$ cat config.mk
export PLATFORM = sky130hd
export DESIGN_NAME = cer_top
export DESIGN_NICKNAME = d
export VERILOG_FILES = /design/src/pkg/cer_pkg.sv /design/src/pkg/cer_if.sv /design/src/logic/cer_evt_map.sv /design/src/logic/cer_hdr_mem.sv /design/src/logic/cer_top.sv
export VERILOG_INCLUDE_DIRS = /design/src /design/src/pkg
export SDC_FILE = /design/constraint.sdc
export NUM_CORES = 1
export LEC_CHECK = 0
export ABC_CLOCK_PERIOD_IN_PS = 3400
export BUFFER_PORTS_ARGS = -buffer_cell sky130_fd_sc_hd__buf_4
export CORE_MARGIN = 1.5
export CORE_UTILIZATION = 35
export DETAILED_ROUTE_END_ITERATION = 8
export MAX_ROUTING_LAYER = met4
export SETUP_SLACK_MARGIN = 0.4
export SLEW_MARGIN = 20
export SYNTH_ARGS = -nofsm -noshare
export SYNTH_HDL_FRONTEND = slang
export SYNTH_SLANG_ARGS = --single-unit
$ cat constraint.sdc
create_clock -name clk -period 3.4 [get_ports clk]
set_clock_uncertainty 0.05 [all_clocks]
set_input_delay 0.51 -clock clk [delete_from_list [all_inputs] [get_ports clk]]
set_output_delay 0.51 -clock clk [all_outputs]
set_load 0.01 [all_outputs]
$ cat src/pkg/cer_regs.svh
// Register offsets, field positions and reset values of the
// correctable error reporting block.
// Assumes byte addresses on a 32-bit register bus, one word per register.
`ifndef CER_REGS_SVH
`define CER_REGS_SVH

// ********************************
// Byte offsets
// ********************************
`define CER_OFS_FLAGS 12'h110
`define CER_OFS_SUPPRESS 12'h114
`define CER_OFS_CAPCTL 12'h118
`define CER_OFS_LOG0 12'h11C
`define CER_OFS_LOG3 12'h128

// ********************************
// Fields and reset values
// ********************************
`define CER_BIT_RXERR 0
`define CER_BIT_BADTLP 6
`define CER_BIT_BADDLLP 7
`define CER_BIT_ROLL 8
`define CER_BIT_RTMO 12
`define CER_BIT_ADV 13
`define CER_FEP_MSB 4
`define CER_FEP_LSB 0
`define CER_GEN_CAP 5
`define CER_GEN_EN 6
`define CER_CHK_CAP 7
`define CER_CHK_EN 8
`define CER_IMPL 32'h0000_31C1
`define CER_FLAGS_RST 32'h0000_0000
`define CER_SUP_RST 32'h0000_2000
`endif

$ cat src/pkg/cer_pkg.sv
// Types of the correctable error reporting block.
// Assumes the constants header is included by the modules.
package cer_pkg;
   typedef enum logic [2:0] {
      CER_IDLE = 3'b000,
      CER_RLOG = 3'b001,
      CER_RRESP = 3'b010,
      CER_BRESP = 3'b011
   } cer_bus_st_t;

   typedef struct packed {
      cer_bus_st_t st;
      logic aw_have;
      logic w_have;
      logic [11:0] waddr;
      logic [31:0] wdata;
      logic [3:0] wstrb;
      logic awready;
      logic wready;
      logic arready;
      logic bvalid;
      logic rvalid;
      logic [1:0] bresp;
      logic [1:0] rresp;
      logic [31:0] rdata;
      logic [31:0] flags;
      logic [31:0] suppress;
      logic [4:0] first_ptr;
      logic gen_en;
      logic chk_en;
      logic log_busy;
      logic [31:0] log_bits;
      logic err_msg;
   } cer_state_t;
endpackage

$ cat src/pkg/cer_if.sv
// Carriers between the top of the block and its two helpers.
// Assumes all ends run on the same clock.
`timescale 1ns/1ns
interface cer_evt_if;
   logic [31:0] evt;
   logic [127:0] hdr;
   modport src (output evt, output hdr);
   modport snk (input evt, input hdr);
endinterface

interface cer_log_if;
   logic wr_en;
   logic [127:0] wr_data;
   logic [1:0] rd_idx;
   logic [31:0] rd_data;
   modport mem (input wr_en, input wr_data, input rd_idx, output rd_data);
   modport user (output wr_en, output wr_data, output rd_idx, input rd_data);
endinterface

$ cat src/logic/cer_evt_map.sv
// Places event pulses on their flag positions and orders header bytes.
// Assumes event pulses and header bytes come from logic on the same clock.
`timescale 1ns/1ns
`include "cer_regs.svh"
module cer_evt_map (
   input wire logic [5:0] err_evt,
   input wire logic [15:0][7:0] pkt_hdr,
   cer_evt_if.src bus
);
   localparam int POS [6] = '{`CER_BIT_RXERR, `CER_BIT_BADTLP, `CER_BIT_BADDLLP,
      `CER_BIT_ROLL, `CER_BIT_RTMO, `CER_BIT_ADV};

   logic [31:0] evt;

   always_comb begin
      evt = 32'h0000_0000;
      for (int i = 0; i < 6; i++) begin
         evt[POS[i]] = err_evt[i];
      end
   end
   assign bus.evt = evt;

   for (genvar k = 0; k < 4; k++) begin : g_dw
      assign bus.hdr[32*k +: 32] = {pkt_hdr[4*k], pkt_hdr[4*k+1],
         pkt_hdr[4*k+2], pkt_hdr[4*k+3]};
   end
endmodule

$ cat src/logic/cer_hdr_mem.sv
// Header log storage: whole-row write, one word read through a register.
// Assumes only power-on reset reaches it, so the content is sticky.
`timescale 1ns/1ns
module cer_hdr_mem #(
   parameter int WORDS = 4
) (
   input wire logic clk,
   input wire logic nrst,
   cer_log_if.mem bus
);
   typedef struct packed {
      logic [WORDS-1:0][31:0] word;
      logic [31:0] rd_data;
   } cer_mem_t;

   cer_mem_t q, n;

   always_comb begin
      n = q;
      n.rd_data = q.word[bus.rd_idx];
      if (bus.wr_en) begin
         n.word = bus.wr_data;
      end
   end

   always_ff @(posedge clk or negedge nrst) begin
      if (!nrst) begin
         q <= '0;
      end else begin
         q <= n;
      end
   end

   assign bus.rd_data = q.rd_data;
endmodule

$ cat src/logic/cer_top.sv
// Correctable error reporting registers with an AXI4-Lite slave.
// Assumes event pulses, header bytes and the first error pointer come
// from logic on clk; nrst is the power-on reset, link_rst_n the ordinary one.
`timescale 1ns/1ns
`include "cer_regs.svh"
module cer_top (
   input wire logic clk,
   input wire logic nrst,
   input wire logic link_rst_n,
   input wire logic [5:0] err_evt,
   input wire logic [15:0][7:0] pkt_hdr,
   input wire logic fep_load,
   input wire logic [4:0] fep_val,
   output logic err_msg,
   output logic ecrc_gen_en,
   output logic ecrc_chk_en,
   input wire logic [11:0] s_axi_awaddr,
   input wire logic s_axi_awvalid,
   output logic s_axi_awready,
   input wire logic [31:0] s_axi_wdata,
   input wire logic [3:0] s_axi_wstrb,
   input wire logic s_axi_wvalid,
   output logic s_axi_wready,
   output logic [1:0] s_axi_bresp,
   output logic s_axi_bvalid,
   input wire logic s_axi_bready,
   input wire logic [11:0] s_axi_araddr,
   input wire logic s_axi_arvalid,
   output logic s_axi_arready,
   output logic [31:0] s_axi_rdata,
   output logic [1:0] s_axi_rresp,
   output logic s_axi_rvalid,
   input wire logic s_axi_rready
);
   import cer_pkg::*;

   // ********************************
   // Register map
   // ********************************
   // 0x110 flags: write one to clear, sticky
   //    bits 0, 6, 7, 8, 12 and 13 are implemented, the rest read zero
   //    a flag sets even while its suppress bit is set
   // 0x114 suppress: read and write, sticky
   //    same implemented bits as the flags
   //    bit 13 is set after power-on, so advisory events stay quiet
   // 0x118 capability and control
   //    4:0 first error pointer, loaded only through fep_load
   //    5 and 7 always read one
   //    6 and 8 are the CRC enables, byte lanes 0 and 1 respectively
   // 0x11C to 0x128 header log: four read-only words
   //    writes answer OKAY and change nothing
   // Every other word answers SLVERR, reads zero and ignores writes
   //
   // Timing seen from the bus
   //    plain register read: data one cycle after the address edge
   //    header log read: one more cycle, for the memory output register
   //    write: response one cycle after the later of address and data
   //
   // A read waiting together with a complete write is served first,
   // so an endless stream of reads could hold a write off; the
   // intended master issues one request at a time, so this is accepted
   //
   // The log word passes through the memory's output register, which
   // keeps the 128-bit store out of the read data path at the cost of
   // one extra cycle on header reads
   //
   // Only nrst resets state; link_rst_n only silences error pulses

   // ********************************
   // Constants and declarations
   // ********************************
   localparam logic [1:0] RESP_OKAY = 2'h0;
   localparam logic [1:0] RESP_SLVERR = 2'h2;
   localparam cer_state_t RST_VAL = '{
      st: CER_IDLE,
      suppress: `CER_SUP_RST,
      flags: `CER_FLAGS_RST,
      default: '0
   };

   cer_state_t q;
   cer_state_t n;
   cer_evt_if evt_bus ();
   cer_log_if log_bus ();

   logic aw_fire;
   logic w_fire;
   logic ar_fire;
   logic ar_log;
   logic [31:0] wmask;
   logic [31:0] wr_clr;
   logic [31:0] wr_sup;
   logic [31:0] unmasked;
   logic [11:0] log_ofs;

   // ********************************
   // Helpers
   // ********************************
   cer_evt_map u_map (
      .err_evt(err_evt),
      .pkt_hdr(pkt_hdr),
      .bus(evt_bus)
   );

   cer_hdr_mem #(
      .WORDS(4)
   ) u_mem (
      .clk(clk),
      .nrst(nrst),
      .bus(log_bus)
   );

   // ********************************
   // Decode functions
   // ********************************
   function automatic logic [31:0] strb_mask(input logic [3:0] s);
      logic [31:0] m;
      m = 32'h0000_0000;
      for (int i = 0; i < 4; i++) begin
         m[8*i +: 8] = {8{s[i]}};
      end
      return m;
   endfunction

   function automatic logic is_log(input logic [11:0] a);
      logic [11:0] w;
      w = {a[11:2], 2'b00};
      return (w >= `CER_OFS_LOG0) && (w <= `CER_OFS_LOG3);
   endfunction

   function automatic logic is_mapped(input logic [11:0] a);
      logic [11:0] w;
      w = {a[11:2], 2'b00};
      return (w == `CER_OFS_FLAGS) || (w == `CER_OFS_SUPPRESS) ||
         (w == `CER_OFS_CAPCTL) || is_log(a);
   endfunction

   // Word image of the plain registers; header words come from memory
   // Reserved positions stay zero because cap starts from zero and
   // flags and suppress only ever hold implemented bits
   function automatic logic [31:0] reg_word(input cer_state_t s, input logic [11:0] a);
      logic [11:0] w;
      logic [31:0] cap;
      w = {a[11:2], 2'b00};
      cap = 32'h0000_0000;
      cap[`CER_FEP_MSB:`CER_FEP_LSB] = s.first_ptr;
      cap[`CER_GEN_CAP] = 1'b1;
      cap[`CER_GEN_EN] = s.gen_en;
      cap[`CER_CHK_CAP] = 1'b1;
      cap[`CER_CHK_EN] = s.chk_en;
      case (w)
         `CER_OFS_FLAGS: begin
            return s.flags;
         end
         `CER_OFS_SUPPRESS: begin
            return s.suppress;
         end
         `CER_OFS_CAPCTL: begin
            return cap;
         end
         default: begin
            return 32'h0000_0000;
         end
      endcase
   endfunction

   // ********************************
   // Next state
   // ********************************
   // Order inside this process matters:
   // first the bus holding slots, then the bus state machine, whose
   // write decode yields the clear mask, then error recording, which
   // merges events with that clear so that a new event wins
   always_comb begin
      n = q;
      aw_fire = q.awready & s_axi_awvalid;
      w_fire = q.wready & s_axi_wvalid;
      ar_fire = q.arready & s_axi_arvalid;
      ar_log = is_log(s_axi_araddr);
      log_ofs = s_axi_araddr - `CER_OFS_LOG0;
      wmask = 32'h0000_0000;
      wr_clr = 32'h0000_0000;
      wr_sup = 32'h0000_0000;
      n.err_msg = 1'b0;
      log_bus.wr_en = 1'b0;
      log_bus.wr_data = evt_bus.hdr;
      // Memory samples the index at the address handshake edge
      log_bus.rd_idx = log_ofs[3:2];

      // Address and data are held separately, so either may come first
      if (aw_fire) begin
         n.aw_have = 1'b1;
         n.waddr = s_axi_awaddr;
      end
      if (w_fire) begin
         n.w_have = 1'b1;
         n.wdata = s_axi_wdata;
         n.wstrb = s_axi_wstrb;
      end

      case (q.st)
         CER_IDLE: begin
            // A read accepted together with a write is served first
            if (ar_fire) begin
               if (ar_log) begin
                  n.st = CER_RLOG;
               end else begin
                  n.st = CER_RRESP;
                  n.rvalid = 1'b1;
                  n.rdata = reg_word(q, s_axi_araddr);
                  n.rresp = is_mapped(s_axi_araddr) ? RESP_OKAY : RESP_SLVERR;
               end
            end else if (n.aw_have && n.w_have) begin
               wmask = strb_mask(n.wstrb);
               case ({n.waddr[11:2], 2'b00})
                  `CER_OFS_FLAGS: begin
                     wr_clr = n.wdata & wmask & `CER_IMPL;
                  end
                  `CER_OFS_SUPPRESS: begin
                     wr_sup = wmask & `CER_IMPL;
                     n.suppress = (q.suppress & ~wr_sup) | (n.wdata & wr_sup);
                  end
                  `CER_OFS_CAPCTL: begin
                     if (n.wstrb[0]) begin
                        n.gen_en = n.wdata[`CER_GEN_EN];
                     end
                     if (n.wstrb[1]) begin
                        n.chk_en = n.wdata[`CER_CHK_EN];
                     end
                  end
                  default: begin
                     wr_clr = 32'h0000_0000;
                  end
               endcase
               n.aw_have = 1'b0;
               n.w_have = 1'b0;
               n.bvalid = 1'b1;
               n.bresp = is_mapped(n.waddr) ? RESP_OKAY : RESP_SLVERR;
               n.st = CER_BRESP;
            end
         end
         CER_RLOG: begin
            n.rvalid = 1'b1;
            n.rdata = log_bus.rd_data;
            n.rresp = RESP_OKAY;
            n.st = CER_RRESP;
         end
         CER_RRESP: begin
            if (s_axi_rready) begin
               n.rvalid = 1'b0;
               n.st = CER_IDLE;
            end
         end
         CER_BRESP: begin
            if (s_axi_bready) begin
               n.bvalid = 1'b0;
               n.st = CER_IDLE;
            end
         end
         default: begin
            n.st = CER_IDLE;
         end
      endcase

      // Write readies are offered only while the matching holding slot is free, arready only in idle
      n.awready = ~n.aw_have;
      n.wready = ~n.w_have;
      n.arready = (n.st == CER_IDLE);

      // ********************************
      // Error recording
      // ********************************
      // A new event wins over a clear written in the same cycle
      n.flags = (q.flags & ~wr_clr) | evt_bus.evt;

      // The log frees itself once software has cleared every logged flag
      if (q.log_busy && ((n.flags & q.log_bits) == 32'h0000_0000)) begin
         n.log_busy = 1'b0;
      end

      // Masked events still set their flag but stay silent
      unmasked = evt_bus.evt & ~q.suppress;
      if (unmasked != 32'h0000_0000) begin
         // No message is raised while the ordinary reset holds the link
         n.err_msg = link_rst_n;
         if (!n.log_busy) begin
            log_bus.wr_en = 1'b1;
            n.log_busy = 1'b1;
            n.log_bits = unmasked;
         end
      end

      if (fep_load) begin
         n.first_ptr = fep_val;
      end
   end

   // ********************************
   // State register
   // ********************************
   // Only power-on reset touches the sticky state
   // The reset value is a constant image, so the asynchronous branch
   // never depends on other state
   always_ff @(posedge clk or negedge nrst) begin
      if (!nrst) begin
         q <= RST_VAL;
      end else begin
         q <= n;
      end
   end

   // ********************************
   // Outputs
   // ********************************
   // Every output is a field of the state register, never logic
   assign err_msg = q.err_msg;
   assign ecrc_gen_en = q.gen_en;
   assign ecrc_chk_en = q.chk_en;
   assign s_axi_awready = q.awready;
   assign s_axi_wready = q.wready;
   assign s_axi_bvalid = q.bvalid;
   assign s_axi_bresp = q.bresp;
   assign s_axi_arready = q.arready;
   assign s_axi_rvalid = q.rvalid;
   assign s_axi_rdata = q.rdata;
   assign s_axi_rresp = q.rresp;
endmodule

== After elaboration in Yosys (flattened, before gate mapping) ==
Index checks and enable logic that the tools add are counted.

* Bits in registers: 359
* Memories: 0
* Bits in writable memories: 0
* Output and inout port bits: 44
* Logic and storage cells: 129
* Bits in latches: 0
* Bits in read-only memories: 0

* $lt $le $gt $ge: 5
* Eq/ne operators: 15
* $mul: 0
* Bitwise operators: 18
* Div/mod/pow operators: 0
* $add $sub $neg: 1
* Reduce and logical (&&, ||, !) cells: 25
* Multiplexer cells: 37
* Shifts and indexed selects: 0

{| class="wikitable"
|+ Operators by type and width
! kind !! number
|-
| $mux W34 || 3
|-
| $and A32 B32 Y32 || 3
|-
| $pmux W32 S3 || 1
|-
| $pmux W34 S2 || 1
|-
| $bmux W32 S2 || 1
|-
| $mux W32 || 2
|-
| $not A32 Y32 || 2
|-
| $eq A10 B7 Y1 const B || 6
|-
| $mux W14 || 4
|-
| $mux W36 || 1
|-
| $and A14 B32 Y32 || 1
|-
| $and A32 B14 Y32 || 1
|-
| $logic_not A32 Y1 || 1
|-
| $not A14 Y32 || 1
|-
| $or A32 B14 Y32 || 1
|-
| $or A32 B32 Y32 || 1
|-
| $reduce_bool A32 Y1 || 1
|-
| $ge A12 B9 Y1 const B || 2
|-
| $le A12 B9 Y1 const B || 2
|-
| $and A14 B14 Y14 || 1
|-
| $mux W12 || 1
|-
| $ne A2 B2 Y1 const B || 6
|-
| $pmux W3 S4 || 1
|-
| $reduce_and A4 Y1 || 3
|-
| 20 further kinds || 54
|}

== Depth between registers and ports, before layout ==
* Depth after elaboration: 16
* Depth in mapped cells: 13
* Mapped depth without buffers: 9

== Cells and area by module ==
A second synthesis with hierarchy kept.

* Cells, all modules: 1,159
* Area, all modules: 14,386.3 um^2

{| class="wikitable"
|+ By module, submodules not included
! module !! times used !! sequential area each (um^2) !! cells each !! area an instance (um^2)
|-
| cer_hdr_mem || 1 || 4,003.8 || 373 || 6,597.6
|-
| cer_top || 1 || 3,529.6 || 625 || 6,583.8
|-
| cer_evt_map || 1 || 0.0 || 161 || 1,204.9
|}

== Worst setup path before layout ==
OpenSTA, ideal clock, no wires.

* Kind: input port to flip-flop
* From: input port s_axi_araddr[2]
* To: register q, in the netlist s_axi_rdata[5]
* Library setup time: 134 ps
* Path buffers: 4
* Stages on the path: 12
* Path slack: 219 ps
* Required time: 3,216 ps
* Arrival: 2,996 ps
* Path through: clkbuf_1 -> buf_1 -> inv_1 -> ha_1 -> a21boi_0 -> o22ai_1 -> o211ai_1 -> and3b_1 -> clkbuf_1 -> buf_1 -> mux2i_1 -> o21ai_0

* Longest elaborated chain between the ends: 5
* Elaborated cells between the ends (all ways): 12

{| class="wikitable"
|+ Ends and longest elaborated chain
! element !! RTL line !! source
|-
| from (decl) || cer_top.sv:27 || <nowiki>input wire logic [11:0] s_axi_araddr,</nowiki>
|-
| parallel branches: the longest is 5 deep, another holds $ge A12 B9 Y1 || - ||
|-
| to (signal assigned) || cer_top.sv:308 || <nowiki>q <= n;</nowiki>
|-
| to (decl) || cer_top.sv:81 || <nowiki>cer_state_t q;</nowiki>
|}

Parallel ways; which one is timed is not known. The select of a mux whose other input is x is not followed.
A chain may end at the register's enable or synchronous reset.

== Worst setup path in the final report ==
* From: register q, in the netlist s_axi_wready
* To: register u_mem.q[88] in the netlist's numbering

* Longest elaborated chain between the ends: 16
* Elaborated cells between the ends (all ways): 18

{| class="wikitable"
|+ Ends and longest elaborated chain
! element !! RTL line !! source
|-
| $and A1 B1 Y1 * || cer_top.sv:177 || <nowiki>w_fire = q.wready & s_axi_wvalid;</nowiki>
|-
| $mux W36 || cer_top.sv:195 || <nowiki>if (w_fire) begin</nowiki>
|-
| $and A14 B14 Y14 || cer_top.sv:217 || <nowiki>wr_clr = n.wdata & wmask & `CER_IMPL;</nowiki>
|-
| $mux W14 || cer_top.sv:215 || <nowiki>case ({n.waddr[11:2], 2'b00})</nowiki>
|-
| $mux W14 * || cer_top.sv:213 || <nowiki>end else if (n.aw_have && n.w_have) begin</nowiki>
|-
| $mux W14 * || cer_top.sv:204 || <nowiki>if (ar_fire) begin</nowiki>
|-
| $mux W14 * || cer_top.sv:201 || <nowiki>case (q.st)</nowiki>
|-
| $not A32 Y32 * || cer_top.sv:274 || <nowiki>n.flags = (q.flags & ~wr_clr) | evt_bus.evt;</nowiki>
|-
| $and A32 B32 Y32 * || cer_top.sv:274 ||
|-
| $or A32 B14 Y32 * || cer_top.sv:274 ||
|-
| $and A32 B32 Y32 * || cer_top.sv:277 || <nowiki>if (q.log_busy && ((n.flags & q.log_bits) == 32'h0000_0000)) begin</nowiki>
|-
| $logic_not A32 Y1 * || cer_top.sv:277 ||
|-
| $logic_and A1 B1 Y1 * || cer_top.sv:277 ||
|-
| $mux W1 * || cer_top.sv:277 ||
|-
| $mux W1 * || cer_top.sv:286 || <nowiki>if (!n.log_busy) begin</nowiki>
|-
| $mux W1 * || cer_top.sv:283 || <nowiki>if (unmasked != 32'h0000_0000) begin</nowiki>
|-
| to (signal assigned) || cer_hdr_mem.sv:30 || <nowiki>q <= n;</nowiki>
|-
| to (decl) || cer_hdr_mem.sv:16 || <nowiki>cer_mem_t q, n;</nowiki>
|}

Every way passes the cells marked *; elsewhere a longest branch is shown, timed or not.

==> results.yml <==
detailed_routing:
  drt-vias-per-instance: 4.805
  first_pass_iters: 4
  vias: 6799
  wirelength_mm: 25.19
  wl_per_cell_um: 17.80
  ant_nets: 0
  drc_errors: 0
  drtIter0Drc: 275
global_route:
  antenna_found_initial: 0
  grt_pass1_vias: 7205
  gr-total-overflow: 0
  grt_pass1_wl_mm: 40.88
  track_usage_pct: 16.29
  grt_max_degree: 105
clock_network:
  cts_sinks: 249
  clock_latency_ns: 0.55
  path_clk_slew_ns: 0.06
  cts_buffer_depth: 3
  cts_tree: "done"
  htree_levels: 1
  post-cts-setup-buffer-count: 0
  numCtsBuffers: 28
  root_buffer: "clkbuf_16"
synth:
  synth_area_um2: 10910
  async_reset_ff_share_pct: 100.0
  ys_seq_elements: 249
  ys.flop_type: "dfrtp_1"
  synth_edf_count: 0
  synth_cell_types: 57
  synthCells: 814
  yosysWarnings: 0
  synth-seq-area-share_pct: 57.13
  syn_avg_cell_area_um2: 13.40
worst_setup_path:
  r2r_slack_ns: 0.52
  critPathMaxStageDelay_ns: 0.45
  end_kind: "flop"
  crit_buf_inv: 2
  r2r_end: "u_mem.q[88]"
  criticalPathCategory: "reg2reg"
  critical_path.slowest_cell: "and2_1"
  cp.required_ns: 3.77
  r2r-start: "s_axi_wready"
  crit_chain: "and2_1 > buf_4 > nand3_1 > a21oi_1 > o2111ai_1 > o31ai_4 > nand2_8 > buf_12 > mux2_4"
  reg2regPathDepth: 9
  worst_setup_path_start_kind: "flop"
  cpLargestDelayFamily: "compound AO/OA/AOI/OAI gates"
  crit_fanout: 64
  cp.arrival_ns: 3.25
sta:
  period_share_pct: 84.60
  layout_setup_ws_ns: 0.5235
  max_slew_margin_pct: 39.28
  whs_ns: 0.1186
  worstMarginPinSlew_ns: 0.9087
  fin_setup_tns_ns: 0
  rsz0062_at_grt: "false"
  timing.final.max_slew_violations: 0
  finalHoldViolCount: 0
  fmax_mhz: 347.7
  setup_viol: 0
  period_needed_ns: 2.876
place:
  hpwlAfterDp_mm: 17.39
  dpl_worst_slack_ns: 0.2508
  placed_cell_area_um2: 12740
  routabilityCongestion: 0.8424
  io_buffers: 217
final_layout:
  final_nets: 1211
  areaGrowthSynthToFinish_pct: 25.79
  fillers: 2825
  postLayoutCellArea_um2: 13720
  layout-drive-gt1-share_pct: 45.78
  fin_util_pct: 44.75
power:
  leakagePower_nw: 6.340
  vdd_drop_max_mv: 0.3852
  power_density_nw_per_um2: 619.8
worst_hold_path:
  holdPathEnd: "q[188]"
  worstHoldPathType: "in2reg"
  hold_start: "s_axi_awaddr[6]"
  hold_path_depth: 3
die:
  rows: 64
  die_w_um: 179.5
  fp.dieArea_um2: 32240
  io_pins: 252
  initial_core_util_pct: 35.57
  core_um2: 30670
  dieHeight_um: 179.5
status:
  outcome: "completed"
job:
  max_cap_violations: 0
## where the power goes
group	switching, mW	internal (mW)
registers	0.293	3.46
logic	0.840	0.844
clock network	1.21	1.86
## registers in the layout, indices dropped and copies added (netlist names), 32 cells and up, named ones only
name	cells
q	41
u_mem.q	128
s_axi_rdata	32
u_mem.bus.rd_data	32
## final cells by class
| type | instances | area, µm² | share of cell area [%] |
|---|---|---|---|
| sequential | 249 | 6232 | 45.41 |
| antenna | 1 | 2.502 | 0.01823 |
| timing repair buffer | 233 | 1822 | 13.27 |
| tap | 396 | 495.5 | 3.610 |
| clock buffer | 40 | 835.8 | 6.090 |
| clock inverter | 9 | 125.1 | 0.9117 |
| multi-input combinational | 477 | 4173 | 30.41 |
| inverter | 10 | 37.54 | 0.2735 |
## metal layers
metal	vias to the layer above	track usage [%]	wire length, µm	share of wire, %
met5	-	-	0	0
met4	0	3.400	469	1.9
met3	32	4.579	1742	6.9
met2	176	24.20	11380	45
met1	3376	22.27	11600	46
li1	3215	-	-	-
## cell families after synthesis
logic type / Yosys count / share of synthesized area [%]
AOI/OAI and AO/OA: 104 / 6.285
adders and majority gates: 4 / 0.4588
buffers and inverters: 90 / 4.909
DFF: 249 / 57.13
muxes: 176 / 23.29
other: 1 / 0.03437
and+or+nand+nor: 190 / 7.891
## how the worst max path moves through the flow
stage / slack [ns] / end / cells after the start / from
after floorplan: 0.48 / s_axi_rdata[5] / 12 / s_axi_araddr[2]
after global placement: 0.23 / u_mem.q[147] / 9 / s_axi_awaddr[6]
after detailed placement: 0.25 / u_mem.q[78] / 9 / s_axi_awaddr[6]
after CTS: 0.53 / u_mem.q[154] / 8 / q[196]
after global routing: 0.46 / u_mem.q[87] / 9 / s_axi_wready
final: 0.52 / u_mem.q[88] / 9 / s_axi_wready
## per-stage QoR
stage               std cells  power (mW)
global route             1414       8.981
detailed placement       1364       5.504
finish                   1415       8.506
floorplan                 816       4.867
global placement         1364       5.468
CTS                      1414       8.632
## layout by cell type (no fill, tap or decap), drive strengths merged, types with 2 or more instances in the layout
cell type  synthesis  layout
clkbuf            24      40
mux4              32      32
o31ai              2       2
a22oi              5       5
inv               10      10
a21oi              4       4
o2111ai            2       2
a311oi             2       2
nor4               2       2
conb               1       3
nand3             18      18
or3b               2       2
a31oi             10      10
a22o               6       6
bufinv             0       2
a21bo              2       2
mux2             141     141
nor2              13      13
clkinv             0       5
nor3               2       2
a21o               7       7
o21ai             49      49
nor2b             10      10
nand2            121     121
or4                3       3
o22ai              3       3
nor4b              2       2
buf               56     232
clkinvlp           0       2
dfrtp            248     248
mux2i              3       3
and2               7       7
ha                 4       4
nand2b             3       3
and4               2       2
## timing repair
| action | 4_1_cts | 5_1_grt |
|---|---|---|
| hold buffers | 1 | 0 |
| setup endpoints to repair | 0 | 43 |
| hold endpoints to repair | 8 | 0 |
| gates resized for setup | 0 | 1 |
## synthesized netlist by cell type (2+ instances only)
| cell | number | share of area, % |
|---|---|---|
| a21bo_2 | 2 | 0.18 |
| a21o_1 | 7 | 0.48 |
| a21oi_1 | 4 | 0.18 |
| a22o_1 | 6 | 0.48 |
| a22oi_1 | 5 | 0.34 |
| a311oi_1 | 2 | 0.16 |
| a31oi_1 | 10 | 0.57 |
| and2_1 | 7 | 0.40 |
| and4_1 | 2 | 0.16 |
| buf_1 | 5 | 0.17 |
| buf_2 | 8 | 0.37 |
| buf_4 | 36 | 2.5 |
| buf_6 | 7 | 0.72 |
| clkbuf_1 | 24 | 0.83 |
| dfrtp_1 | 248 | 57 |
| ha_1 | 4 | 0.46 |
| inv_1 | 10 | 0.34 |
| mux2_2 | 87 | 9.0 |
| mux2_4 | 54 | 7.4 |
| mux2i_1 | 3 | 0.28 |
| mux4_2 | 32 | 6.6 |
| nand2_1 | 120 | 4.1 |
| nand2b_1 | 3 | 0.17 |
| nand3_1 | 18 | 0.83 |
| nor2_1 | 13 | 0.45 |
| nor2b_1 | 10 | 0.57 |
| nor3_1 | 2 | 0.092 |
| nor4_1 | 2 | 0.11 |
| o2111ai_1 | 2 | 0.16 |
| o21ai_0 | 49 | 2.2 |
| o22ai_1 | 3 | 0.17 |
| or3b_2 | 2 | 0.16 |
| or4_1 | 3 | 0.21 |
## tightest hold or removal path, cell delays in order
cell and delay, ns:
buf_4 0.08, nand2_1 0.04, nand2_1 0.04
Power figures use the tool's default switching activity.
